### config.mk
export PLATFORM = sky130hd
export DESIGN_NAME = sarc_conv_ctrl
export DESIGN_NICKNAME = d
export VERILOG_FILES = /design/src/verilog/sarc_pkg.sv /design/src/verilog/sarc_sar.sv /design/src/verilog/sarc_conv_ctrl.sv
export SDC_FILE = /design/constraint.sdc
export NUM_CORES = 1
export LEC_CHECK = 0
export ABC_AREA = 1
export BUFFER_PORTS_ARGS = -buffer_cell sky130_fd_sc_hd__buf_2
export CAP_MARGIN = 0
export CORE_ASPECT_RATIO = 1.1
export CORE_MARGIN = 1
export CORE_UTILIZATION = 53
export CTS_CLUSTER_SIZE = 20
export DETAILED_ROUTE_END_ITERATION = 7
export PLACE_DENSITY = 0.8
export SYNTH_ARGS = -nofsm -noshare
export SYNTH_HDL_FRONTEND = slang
export SYNTH_SLANG_ARGS = --single-unit
export TNS_END_PERCENT = 1
### constraint.sdc
create_clock -name i_clock -period 2.2 [get_ports i_clock]
set_input_delay 0.22 -clock i_clock [delete_from_list [all_inputs] [get_ports i_clock]]
set_output_delay 0.22 -clock i_clock [all_outputs]
set_load 0.01 [all_outputs]
### src/verilog/sarc_pkg.sv
package sarc_pkg;

  // ***************************
  // Resolution
  // ***************************
  localparam int SARC_BITS = 8;
  localparam int SARC_STEPS = 256;
  localparam int SARC_SUB = 4;
  localparam int SARC_VIN_W = 10;
  localparam int SARC_HALF_LSB = 2;
  localparam int SARC_TOP_CODE = 255;

  // ***************************
  // Timing
  // ***************************
  localparam int SARC_CLK_PERIOD_PS = 8000;
  localparam int SARC_RC_FREQ_KHZ = 640;
  localparam int SARC_RC_HALF_CYC =
    (1000000000 / (SARC_RC_FREQ_KHZ * 2)) / SARC_CLK_PERIOD_PS;
  localparam int SARC_SCHMITT_NS = 16;
  localparam int SARC_SCHMITT_CYC =
    (SARC_SCHMITT_NS * 1000 + SARC_CLK_PERIOD_PS - 1) / SARC_CLK_PERIOD_PS;

  // ***************************
  // Reset and start values
  // ***************************
  localparam logic [7:0] SARC_DATA_RST = 8'h00;
  localparam logic SARC_DONE_N_RST = 1'b1;
  localparam logic [7:0] SARC_FIRST_TRIAL = 8'h80;

  // ***************************
  // Carriers
  // ***************************
  typedef struct packed {
    logic cs_n;
    logic rd_n;
    logic wr_n;
    logic ext_clk;
  } sarc_pins_t;

  typedef struct packed {
    logic [7:0] data;
    logic oe;
  } sarc_bus_t;

endpackage

### src/verilog/sarc_sar.sv
`timescale 1ns/1ps
module sarc_sar
  import sarc_pkg::*;
(
  // Clock and reset
  input wire logic i_clock,
  input wire logic i_rst,
  // Control
  input wire logic i_start,
  input wire logic i_tick,
  input wire logic [SARC_VIN_W-1:0] i_vin,
  // Result
  output logic o_busy,
  output logic o_done,
  output logic [SARC_BITS-1:0] o_code
);

  logic busy_q;
  logic done_q;
  logic [2:0] idx_q;
  logic [SARC_BITS-1:0] trial_q;

  // Threshold sits half a step below each code, so 00->01 falls at +1/2 step
  function automatic logic keep_bit(input logic [SARC_VIN_W-1:0] vin,
                                    input logic [SARC_BITS-1:0] trial);
    logic [SARC_VIN_W:0] thr;
    thr = {1'b0, trial, 2'b00} - (SARC_VIN_W+1)'(SARC_HALF_LSB);
    keep_bit = {1'b0, vin} >= thr; // see RULE8, RULE9
  endfunction

  // ***************************
  // Bit trials
  // ***************************
  always_ff @(posedge i_clock) begin
    if (i_rst) begin
      busy_q <= 1'b0;
      idx_q <= 3'h0;
      trial_q <= SARC_DATA_RST;
    end else if (i_start) begin // see RULE1
      busy_q <= 1'b1;
      idx_q <= 3'h7;
      trial_q <= SARC_FIRST_TRIAL;
    end else if (busy_q && i_tick) begin // see RULE7
      if (!keep_bit(i_vin, trial_q)) begin
        trial_q[idx_q] <= 1'b0;
      end
      if (idx_q != 3'h0) begin
        trial_q[idx_q - 3'h1] <= 1'b1;
      end
      idx_q <= idx_q - 3'h1;
      busy_q <= (idx_q != 3'h0);
    end
  end

  always_ff @(posedge i_clock) begin
    if (i_rst) begin
      done_q <= 1'b0;
    end else begin
      done_q <= busy_q && i_tick && !i_start && (idx_q == 3'h0);
    end
  end

  assign o_busy = busy_q;
  assign o_done = done_q;
  assign o_code = trial_q;

endmodule // sarc_sar

### src/verilog/sarc_conv_ctrl.sv
`timescale 1ns/1ps
// Contract
// RULE1 - Strobe during conversion aborts and restarts
// RULE2 - Aborted conversion leaves output latch untouched
// RULE3 - Done output stays high across restart
// RULE4 - Free-run: select low, strobe tied done
// RULE5 - Free-run: force node low after power-up
// RULE6 - Conversion clock external or own RC
// RULE7 - Span quantised into 256 equal steps
// RULE8 - First transition at half step
// RULE9 - Last transition 1.5 steps below top
// RULE10 - Upper nibble high bits, lower nibble low
// RULE11 - Host stores sixteen results consecutively
// RULE12 - Host stretches cycles at high rates
// RULE13 - Completion latches result, done low; cleared
module sarc_conv_ctrl
  import sarc_pkg::*;
#(
  parameter int RC_HALF_CYC = SARC_RC_HALF_CYC,
  parameter int SCHMITT_CYC = SARC_SCHMITT_CYC
) (
  // Clock and reset
  input wire logic i_clock,
  input wire logic i_rst,
  // Device pins
  input wire sarc_pins_t i_pins,
  input wire logic i_clk_sel_ext,
  input wire logic [SARC_VIN_W-1:0] i_vin,
  // Outputs
  output sarc_bus_t o_bus,
  output logic o_conversion_done_n,
  output logic o_busy
);

  // ***************************
  // Pin synchronisers
  // ***************************
  sarc_pins_t pins_s1_q;
  sarc_pins_t pins_s2_q;
  logic sel_s1_q;
  logic sel_s2_q;
  logic [SARC_VIN_W-1:0] vin_s1_q;
  logic [SARC_VIN_W-1:0] vin_s2_q;

  always_ff @(posedge i_clock) begin
    if (i_rst) begin
      pins_s1_q <= '{cs_n: 1'b1, rd_n: 1'b1, wr_n: 1'b1, ext_clk: 1'b0};
      pins_s2_q <= '{cs_n: 1'b1, rd_n: 1'b1, wr_n: 1'b1, ext_clk: 1'b0};
      sel_s1_q <= 1'b0;
      sel_s2_q <= 1'b0;
    end else begin
      pins_s1_q <= i_pins;
      pins_s2_q <= pins_s1_q;
      sel_s1_q <= i_clk_sel_ext;
      sel_s2_q <= sel_s1_q;
    end
  end

  // Analog code assumed quiet near the hold point
  always_ff @(posedge i_clock) begin
    if (i_rst) begin
      vin_s1_q <= '0;
      vin_s2_q <= '0;
    end else begin
      vin_s1_q <= i_vin;
      vin_s2_q <= vin_s1_q;
    end
  end

  // ***************************
  // Conversion clock sources
  // ***************************
  logic [7:0] sch_cnt_q;
  logic ext_lvl_q;
  logic ext_prev_q;
  logic [15:0] rc_cnt_q;
  logic rc_lvl_q;
  logic rc_prev_q;
  logic ext_rise;
  logic rc_rise;
  logic conv_tick;

  // Hysteresis: level flips only after a stable run of the new value
  always_ff @(posedge i_clock) begin
    if (i_rst) begin
      sch_cnt_q <= 8'h00;
      ext_lvl_q <= 1'b0;
    end else if (pins_s2_q.ext_clk == ext_lvl_q) begin
      sch_cnt_q <= 8'h00;
    end else if (sch_cnt_q == 8'(SCHMITT_CYC - 1)) begin // see RULE6
      sch_cnt_q <= 8'h00;
      ext_lvl_q <= pins_s2_q.ext_clk;
    end else begin
      sch_cnt_q <= sch_cnt_q + 8'h01;
    end
  end

  always_ff @(posedge i_clock) begin
    if (i_rst) begin
      rc_cnt_q <= 16'h0000;
      rc_lvl_q <= 1'b0;
    end else if (rc_cnt_q == 16'(RC_HALF_CYC - 1)) begin
      rc_cnt_q <= 16'h0000;
      rc_lvl_q <= !rc_lvl_q;
    end else begin
      rc_cnt_q <= rc_cnt_q + 16'h0001;
    end
  end

  always_ff @(posedge i_clock) begin
    if (i_rst) begin
      ext_prev_q <= 1'b0;
      rc_prev_q <= 1'b0;
    end else begin
      ext_prev_q <= ext_lvl_q;
      rc_prev_q <= rc_lvl_q;
    end
  end

  assign ext_rise = ext_lvl_q && !ext_prev_q;
  assign rc_rise = rc_lvl_q && !rc_prev_q;
  assign conv_tick = sel_s2_q ? ext_rise : rc_rise; // see RULE6

  // ***************************
  // Start strobe
  // ***************************
  logic wr_low;
  logic rd_low;
  logic armed_q;
  logic sar_start;
  logic [SARC_VIN_W-1:0] vin_hold_q;

  assign wr_low = !pins_s2_q.cs_n && !pins_s2_q.wr_n;
  assign rd_low = !pins_s2_q.cs_n && !pins_s2_q.rd_n;
  // Start fires on the return high, matching a real write strobe
  assign sar_start = armed_q && !wr_low; // see RULE1

  always_ff @(posedge i_clock) begin
    if (i_rst) begin
      armed_q <= 1'b0;
    end else begin
      armed_q <= wr_low;
    end
  end

  always_ff @(posedge i_clock) begin
    if (i_rst) begin
      vin_hold_q <= '0;
    end else if (sar_start) begin
      vin_hold_q <= vin_s2_q;
    end
  end

  // ***************************
  // Approximation engine
  // ***************************
  logic sar_busy;
  logic sar_done;
  logic sar_tick;
  logic [SARC_BITS-1:0] sar_code;

  // Strobe low freezes the trials, so an interrupted result never lands
  assign sar_tick = conv_tick && !wr_low; // see RULE2

  sarc_sar u_sar (
    .i_clock(i_clock),
    .i_rst(i_rst),
    .i_start(sar_start),
    .i_tick(sar_tick),
    .i_vin(vin_hold_q),
    .o_busy(sar_busy),
    .o_done(sar_done),
    .o_code(sar_code)
  );

  // ***************************
  // Result latch and done flag
  // ***************************
  logic [SARC_BITS-1:0] data_q;
  logic done_n_q;

  always_ff @(posedge i_clock) begin
    if (i_rst) begin
      data_q <= SARC_DATA_RST;
    end else if (sar_done) begin // see RULE2
      data_q <= sar_code; // see RULE13
    end
  end

  // Completion beats a clearing read or strobe in the same cycle
  always_ff @(posedge i_clock) begin
    if (i_rst) begin
      done_n_q <= SARC_DONE_N_RST;
    end else if (sar_done) begin // see RULE13
      done_n_q <= 1'b0;
    end else if (wr_low || rd_low || sar_start) begin // see RULE3
      done_n_q <= 1'b1;
    end
  end

  assign o_bus.data = {data_q[7:4], data_q[3:0]}; // see RULE10
  assign o_bus.oe = rd_low;
  assign o_conversion_done_n = done_n_q;
  assign o_busy = sar_busy;

  // ***************************
  // Checks
  // ***************************
  function automatic logic [SARC_BITS-1:0] quant_ref(input logic [SARC_VIN_W-1:0] v);
    logic [SARC_VIN_W:0] s;
    s = {1'b0, v} + (SARC_VIN_W+1)'(SARC_HALF_LSB);
    quant_ref = (s[SARC_VIN_W:2] > (SARC_VIN_W-1)'(SARC_TOP_CODE)) ?
      8'hFF : s[9:2];
  endfunction
endmodule // sarc_conv_ctrl

## Yosys cells after proc, flatten, opt, wreduce, memory -nomap -nowiden

Index checks and enable logic that the tools add are counted.

- Bits in registers: 91
- Bits in latches: 0
- RAM bits: 0
- Memory bits (read-only): 0
- Bits of input ports: 17
- Output and inout port bits: 11
- Word-level logic and storage cells: 90
- Memories: 0

- Add/subtract/negate cells: 4
- $mul: 0
- Div/mod/pow operators: 0
- Magnitude comparators: 5
- Equal/unequal tests: 3
- Shifts and indexed selects: 0
- Muxes and demuxes: 18
- Bitwise logic cells: 4
- Reductions and logical operators: 29

Operator list:

| operator | count |
|---|---|
| $mux W8 | 7 |
| $add A16 B1 Y16 const B | 1 |
| $eq A16 B7 Y1 const B | 1 |
| $ge A10 B11 Y1 | 1 |
| $logic_and A1 B1 Y1 | 11 |
| $sub A10 B2 Y11 const B | 1 |
| $add A8 B1 Y8 const B | 1 |
| $and A8 B8 Y8 | 1 |
| $eq A8 B1 Y1 const B | 1 |
| $logic_not A1 Y1 | 8 |
| $lt A3 B4 Y1 const B | 2 |
| $not A8 Y8 | 1 |
| $or A8 B8 Y8 | 1 |
| $mux W1 | 7 |
| $demux W1 S3 | 2 |
| $ge A3 B1 Y1 const B | 2 |
| $mux W3 | 2 |
| $reduce_bool A2 Y1 | 2 |
| $reduce_or A2 Y1 | 2 |
| $logic_not A3 Y1 | 1 |
| $reduce_bool A3 Y1 | 1 |
| $reduce_or A3 Y1 | 1 |
| $sub A3 B1 Y3 const B | 1 |
| $logic_or A1 B1 Y1 | 2 |
| 3 further kinds | 3 |

## Depth between registers and ports, before layout

Gate-level depths: netlist of run 1.

- Depth in word-level cells: 14
- Mapped depth: 15
- Depth with buffers taken out: 15

## By module

A second synthesis of run 1 with hierarchy kept.

- Cells, all modules: 513
- Area, all modules: 3,901.2 sq um

Modules (own cells, without submodules):

| module | times used | cells an instance | area an instance (sq um) | seq. area each (sq um) |
|---|---|---|---|---|
| sarc_conv_ctrl | 1 | 377 | 2,962.8 | 1,561.5 |
| sarc_sar | 1 | 136 | 938.4 | 260.2 |

## Worst setup path before layout of run 1

Ideal clock, no wire load.

- Path kind: reg2reg
- Start point: register u_sar.trial_q[2] (netlist: u_sar.o_code[2])
- End point: register u_sar.trial_q[7] (netlist: u_sar.o_code[7])
- Setup time: 0.130 ns
- Data arrival time: 1.868 ns
- Data required time: 2.070 ns
- Path slack: 0.202 ns
- Stages on the path, launching flop included: 15
- Buffers on the path: 0
- Period minus slack after synthesis: 1.998 ns
- Cells stage by stage: dfxtp_1 -> nor2_1 -> nand2_1 -> nor2_1 -> nand2_1 -> nor3_1 -> xnor2_1 -> ha_1 -> a21o_1 -> a21oi_1 -> nor2_1 -> nand2_1 -> nand3_1 -> nand2_1 -> a21oi_1

- Word-level cells in the longest chain between the ends: 10

Ends and longest elaborated chain:

| element | RTL line | RTL |
|---|---|---|
| from (decl) | sarc_sar.sv:21 | `logic [SARC_BITS-1:0] trial_q;` |
| from (signal assigned) | sarc_sar.sv:38 | `trial_q <= SARC_DATA_RST;` |
| from (signal assigned) | sarc_sar.sv:42 | `trial_q <= SARC_FIRST_TRIAL;` |
| from (signal, indexed assignment) | sarc_sar.sv:45 | `trial_q[idx_q] <= 1'b0;` |
| $sub A10 B2 Y11 * | sarc_sar.sv:27 | `thr = {1'b0, trial, 2'b00} - (SARC_VIN_W+1)'(SARC_HALF_LSB);` |
| $ge A10 B11 Y1 * | sarc_sar.sv:28 | `keep_bit = {1'b0, vin} >= thr;` |
| $mux W8 * | sarc_sar.sv:44 | `if (!keep_bit(i_vin, trial_q)) begin` |
| $mux W8 * | sarc_sar.sv:43 | `end else if (busy_q && i_tick) begin` |
| $mux W8 * | sarc_sar.sv:39 | `end else if (i_start) begin` |
| $mux W8 * | sarc_sar.sv:35 | `if (i_rst) begin` |
| $or A8 B8 Y8 (no source line) | -- |  |
| $mux W8 * | sarc_sar.sv:47 | `if (idx_q != 3'h0) begin` |
| $mux W8 * | sarc_sar.sv:43 |  |
| $mux W8 * | sarc_sar.sv:39 |  |

Mark *: on every way between the ends. The rest lies on a longest branch, timed or not. The select of a mux whose other input is x is not followed.
A chain may end at the register's enable or synchronous reset.

## Final worst setup path of run 1

- Start point: register u_sar.trial_q[0] (netlist: u_sar.o_code[0])
- End point: register u_sar.trial_q[7] (netlist: u_sar.o_code[7])

Same word-level chain as after synthesis.

==> reports/summary.txt, run 1 <==
top-count cell post-synth: nor2_1
Area Overhead vs Synth: 12.1%
crit path kind: reg -> reg
post-DR wirelength/cell: 11.1 um
routed wire length: 6490 um
initial antenna violation count: 0
critical path data arrival time: 2.30 ns
sw power: 0.000616 W
Post-DP HPWL: 4750 um
CTS tree: done
CTS Buf Count: 9
register area: 0.00176 mm^2
Clk pin slew, worst setup/hold paths: 0.08 ns
Synth area leaders: dfxtp_1 (48%), nor2_1 (9.3%), inv_1 (7.4%)
highest clock rate: 484 MHz
post-route ant nets: 0
cell mode on critical path: nand2_1
Ys Warns: 0
Synth Cell Area: 0.00363 mm^2
FF+latch count, synth: 88
num ports: 28
relative slew slack: 63.1%
gr usage total: 19.7%
setup_tns: 0 ns
largest area contributor in the netlist: dfxtp_1
largest net degree at the start of global routing: 36
Synth Flop Type: dfxtp_1
Internal: 0.00218 W
Final nets: 533
RePlAce Congestion: 0.946
Via density: 4.92
Die Y: 88.9 um
CP Cell Sequence: inv_4, nand2_1, nor2_1, nand2_1, nor3_2, xnor2_1, ha_1, a21o_1, a21oi_1, nor2_1, nand2_2, nand3_1, nand2_1, a21oi_1
Final setup viols: 0
Place WS: -0.0531 ns
DRT iter0 DRCs: 239
# fillers: 567
Initial Util: 55.1%
maximum root-to-sink buffer count: 2
Multi-input gate area: 0.00155 mm^2
Leakage: 1.89 nW
vias in the first global route: 2,662
Sw Share: 22.0%
syn_area_per_cell: 7.75 um^2
Die ar.: 0.00719 mm^2
Peak supply drop: 488 uV
syn nets: 501
Clock Skews: 0.0136 ns
core area: 0.00659 mm^2
vias: 2,886
top cell type's share of synthesized area: 48.5%
Crit. End Element: register
Reg power frac: 58.6%
register area share after synthesis: 48.5%
combinational fraction of design power: 3.6%
Placement Rows: 31
Final Cycle Share: 94.0%
Slew Limit Fails: 0
Worst Setup Slack, final: 0.132 ns
# H-tree levels: 3
Post-synth EDFFs: 0
# clock sinks: 88
worst skew pair latency: 0.35 ns
RSZ-0062 raised after global routing: yes
Critical Path Slowest Stage Cell: dfxtp_2
Die W: 81.0 um
P per Cell Area: 687 mW/mm^2
library cells used by synthesis: 30
DR pass1 iterations: 4
Crit path largest cell delay: 0.35 ns
maximum fanout along the worst path: 8
first-pass GRT wire length: 10,900 um
Top delay family on crit path: simple AND/OR/NAND/NOR gates
worst hold path class: in -> reg
layout cells sized above 1: 14.7%
worst-margin pin slew: 0.551 ns
Worst EP required: 2.43 ns
min cycle time layout: 2.07 ns
max-cap viol count: 0
Ant. Diodes: 0
WP buf/inv: 1
Post-synth top cells: nor2_1 (90), dfxtp_1 (88), inv_1 (72), nand2_1 (51), o21ai_0 (29)
DRC viols: 0
# hold bufs at CTS: 0
Fin. Hold Viols: 0
status: completed
# port buffers: 26
Post-Synthesis Cells: 469
Root Buffer Master: clkbuf_8
startpoint types: register
Clock power frac: 37.9%
FFs w/ async S/R, synth: 0%
GR Overflow Total: 0
-- power by group through the flow --
stage | combinational [W] | clock, W | sequential [W]
finish | 0.0000994 | 0.00106 | 0.00164
global route | 0.000117 | 0.00115 | 0.00164
CTS | 0.000101 | 0.00109 | 0.00164
detailed placement | 0.000100 | 0 | 0.00168
global placement | 0.0000961 | 0 | 0.00168
floorplan | 0.0000706 | 0 | 0.00167
-- per-layer routing --
metal	share of wire, %	vias to the layer above	wire length [um]	GRT usage, %
li1	-	1539	-	-
met2	48	60	3140	34.6
met4	1.4	0	93	7.63
met3	5.0	12	322	5.15
met5	0	-	0	0
met1	45	1275	2930	22.9
-- repair_timing --
| item | in CTS | in global routing |
|---|---|---|
| pin swaps | 0 | 1 |
| resized for setup | 1 | 6 |
| gates cloned | 0 | 0 |
| setup endpoints to repair | 8 | 8 |
| buffers inserted | 0 | 0 |
-- layout by cell type (no fill, tap or decap), types with 8 or more instances in the layout --
master,Yosys,routed
inv_1,72,71
nand2_1,51,50
or2_2,9,9
dfxtp_1,88,87
clkbuf_8,0,9
nand3_1,18,18
ha_1,15,14
nand4_1,8,8
buf_4,3,8
o21ai_0,29,29
a21oi_1,24,24
buf_2,0,26
nor3_1,9,8
xor2_1,8,8
nor2_1,90,90
-- worst reg2reg max path, stage by stage (launching register included) --
cell and delay (ns):
dfxtp_2 0.35, inv_4 0.08, nand2_1 0.07, nor2_1 0.08
nand2_1 0.08, nor3_2 0.14, xnor2_1 0.14, ha_1 0.26
a21o_1 0.20, a21oi_1 0.12, nor2_1 0.06, nand2_2 0.13
nand3_1 0.09, nand2_1 0.07, a21oi_1 0.06
-- state kept, by name (all words and copies together), names as in the netlist, 3 cells and up --
name,count
pins_s2_q,4
vin_hold_q,9
vin_s2_q,9
u_sar.idx_q,3
data_q,8
pins_s1_q,4
vin_s1_q,9
sch_cnt_q,8
rc_cnt_q,16
u_sar.o_code,8
-- path summary, 6_finish.rpt --
kind	startpoint	to	slack (ns)	depth (start not counted)
max	u_sar.o_code[0]	u_sar.o_code[7]	0.13	14
min	i_pins[2]	pins_s1_q[2]	0.06	2
max reg2reg	u_sar.o_code[0]	u_sar.o_code[7]	0.13	14
min reg2reg	vin_s1_q[9]	vin_s2_q[9]	0.40	2
-- per-stage QoR --
stage	cell area [um^2]	total power [W]	utilization, %	hold WS (ns)	std cells
2_1_floorplan	3630	0.00174	-	0.324	469
3_3_place_gp	3870	0.00177	58.7	0.391	572
3_5_place_dp	3870	0.00178	58.7	0.392	572
4_1_cts	4050	0.00283	61.5	0.0396	586
5_1_grt	4070	0.00291	61.8	0.0377	586
6_report	4070	0.00280	61.8	0.0560	586
-- final cells by class --
cell class / count / area share (%)
inverters: 75 / 6.97
repair buffers: 34 / 4.67
multi-input cells: 293 / 38.1
clock inverters: 4 / 1.35
clock buffers: 10 / 3.13
flip-flops and latches: 88 / 43.3
well taps: 82 / 2.52
-- cell families after synthesis --
| family | after synthesis | share of synthesized area, % |
|---|---|---|
| simple gates | 206 | 25.5 |
| flops | 88 | 48.5 |
| buf+inv | 88 | 9.40 |
| fa+ha+maj | 15 | 5.16 |
| xor+xnor | 12 | 2.89 |
| compound gates | 60 | 8.61 |
No activity file was read; power rests on OpenSTA's default activity.
==> run 2: changes to the inputs <==
Settings changed: CORE_UTILIZATION 53 to 54, SYNTH_HIERARCHICAL set to 1.
==> reports/summary.txt, run 2 <==
Biggest register: rc_cnt_q (unchanged)
RePlAce Congestion: 0.839 (was 0.946)
GR Overflow Total: 0 (unchanged)
Worst EP required: 2.47 ns (was 2.43 ns)
vias in the first global route: 2,908 (was 2,662)
Root Buffer Master: clkbuf_8 (unchanged)
Final setup viols: 6 (was 0)
syn nets: 535 (was 501)
max reg flops: 16 (unchanged)
max-cap viol count: 0 (unchanged)
Placement Cell Area: 0.00404 mm^2 (was 0.00387 mm^2)
Area Overhead vs Synth: 11.7% (was 12.1%)
R2R depth: 13 (was 14)
Placement Rows: 31 (unchanged)
combinational fraction of design power: 3.7% (was 3.6%)
post-route ant nets: 0 (unchanged)
largest net degree at the start of global routing: 39 (was 36)
# clock sinks: 88 (unchanged)
sw power: 0.000661 W (was 0.000616 W)
initial antenna violation count: 0 (unchanged)
Clock Skews: 0.00542 ns (was 0.0136 ns)
critical path data arrival time: 2.55 ns (was 2.30 ns)
crit path kind: reg -> reg (unchanged)
Post-Synthesis Cells: 503 (was 469)
Ys Warns: 6 (was 0)
gr usage total: 20.7% (was 19.7%)
worst hold path class: in -> reg (unchanged)
post-CTS setup buffers: 0 (unchanged)
CTS tree: done (unchanged)
Ant. Diodes: 0 (unchanged)
RSZ-0062 raised after global routing: yes (unchanged)
worst-margin pin slew: 0.356 ns (was 0.551 ns)
Peak supply drop: 635 uV (was 488 uV)
Die W: 82.1 um (was 81.0 um)
startpoint types: register (unchanged)
worst skew pair latency: 0.36 ns (was 0.35 ns)
syn_area_per_cell: 7.58 um^2 (was 7.75 um^2)
Final Cycle Share: 104% (was 94.0%)
DR pass1 iterations: 5 (was 4)
layout cells sized above 1: 17.3% (was 14.7%)
routed wire length: 6900 um (was 6490 um)
Reg power frac: 59.8% (was 58.6%)
core area: 0.00671 mm^2 (was 0.00659 mm^2)
maximum root-to-sink buffer count: 2 (unchanged)
Final nets: 570 (was 533)
Fin. Hold Viols: 0 (unchanged)
post-route cell area: 0.00426 mm^2 (was 0.00407 mm^2)
Via density: 4.96 (was 4.92)
Clock power frac: 36.5% (was 37.9%)
# port buffers: 26 (unchanged)
CTS Buf Count: 9 (unchanged)
Sw Share: 24.1% (was 22.0%)
failing checks: negative setup slack
Internal: 0.00208 W (was 0.00218 W)
status: finished with violations (was completed)
# H-tree levels: 3 (unchanged)
vias: 3,099 (was 2,886)
Die ar.: 0.00740 mm^2 (was 0.00719 mm^2)
Leakage: 1.93 nW (was 1.89 nW)
most common cell after layout, fill and taps aside: nor2_1 (unchanged)
min cycle time layout: 2.28 ns (was 2.07 ns)
Worst Setup Slack, final: -0.0845 ns (was 0.132 ns)
Synth Cell Area: 0.00381 mm^2 (was 0.00363 mm^2)
# hold bufs at CTS: 0 (unchanged)
Clk pin slew, worst setup/hold paths: 0.09 ns (was 0.08 ns)
Post-DP HPWL: 4710 um (was 4750 um)
post-DR wirelength/cell: 11.0 um (was 11.1 um)
hold path depth: 2 (unchanged)
first-pass GRT wire length: 11,800 um (was 10,900 um)
maximum fanout along the worst path: 8 (unchanged)
most frequent cells in the layout: nor2_1 (115), dfxtp_1 (86), nand2_1 (74) (was nor2_1 (90), dfxtp_1 (87), inv_1 (71))
P per Cell Area: 644 mW/mm^2 (was 687 mW/mm^2)
Initial Util: 56.8% (was 55.1%)
Place WS: -0.00285 ns (was -0.0531 ns)
Crit. End Element: register (unchanged)
Slew Limit Fails: 0 (unchanged)
highest clock rate: 438 MHz (was 484 MHz)
relative slew slack: 76.3% (was 63.1%)
DRT iter0 DRCs: 223 (was 239)
Die Y: 90.1 um (was 88.9 um)
num ports: 28 (unchanged)
DRC viols: 0 (unchanged)
==> run 2: worst max-delay path, stage by stage (launching register included) <==
cell and delay, ns:
dfxtp_2 0.33, nor2_2 0.10, nand2_2 0.06, or3_4 0.35, nor3_4 0.13, xnor2_1 0.10, ha_1 0.32, a21o_1 0.17
a21oi_2 0.05, nor2_2 0.14, nand2_4 0.11, nand2_1 0.09, nand2_1 0.07, a21oi_1 0.19
==> run 2: timing repair <==
action	in CTS	in global routing
cloned	0	0
pin swaps	1	4
setup endpoints to repair	8	8
resized for setup	4	9
==> run 2: power groups by stage <==
stage	Sequential [W]	Combinational, W	Clock [W]
2_1_floorplan	0.00167	0.0000787	0
3_3_place_gp	0.00168	0.0000973	0
3_5_place_dp	0.00168	0.000101	0
4_1_cts	0.00164	0.000102	0.00102
5_1_grt	0.00165	0.000117	0.00111
6_report	0.00164	0.000101	0.00100
==> run 2: layer usage <==
metal,vias up,GRT usage [%],share of wire [%]
met5,-,0,0
met4,0,11.7,3.1
met3,19,3.76,3.5
met2,73,34.2,48
met1,1376,24.4,46
li1,1631,-,-
==> run 2: worst paths after layout <==
path                    from         endpoint  slack, ns
max          u_sar/o_code[1]  u_sar/o_code[4]      -0.08
min                i_pins[2]     pins_s1_q[2]       0.04
max reg2reg  u_sar/o_code[1]  u_sar/o_code[4]      -0.08
min reg2reg      vin_s1_q[9]      vin_s2_q[9]       0.40
==> run 2: final cells by class <==
| class | instances | area (um^2) |
|---|---|---|
| inverters | 68 | 256 |
| fillers | 604 | 2450 |
| repair buffers | 34 | 190 |
| clock inverters | 7 | 53.8 |
| multi-input cells | 337 | 1770 |
| flip-flops and latches | 88 | 1760 |
| well taps | 82 | 103 |
| clock buffers | 9 | 124 |
==> run 2: through the flow <==
step | cells | hold slack (ns) | power, W | TNS [ns] | utilization [%]
3_3_place_gp | 609 | 0.391 | 0.00177 | 0 | 60.2
5_1_grt | 625 | 0.0342 | 0.00287 | -1.10 | 63.5
6_report | 625 | 0.0414 | 0.00274 | -0.130 | 63.5
2_1_floorplan | 503 | 0.289 | 0.00175 | 0 | -
4_1_cts | 625 | 0.0339 | 0.00277 | -0.00891 | 63.1
3_5_place_dp | 609 | 0.392 | 0.00178 | -0.00285 | 60.2
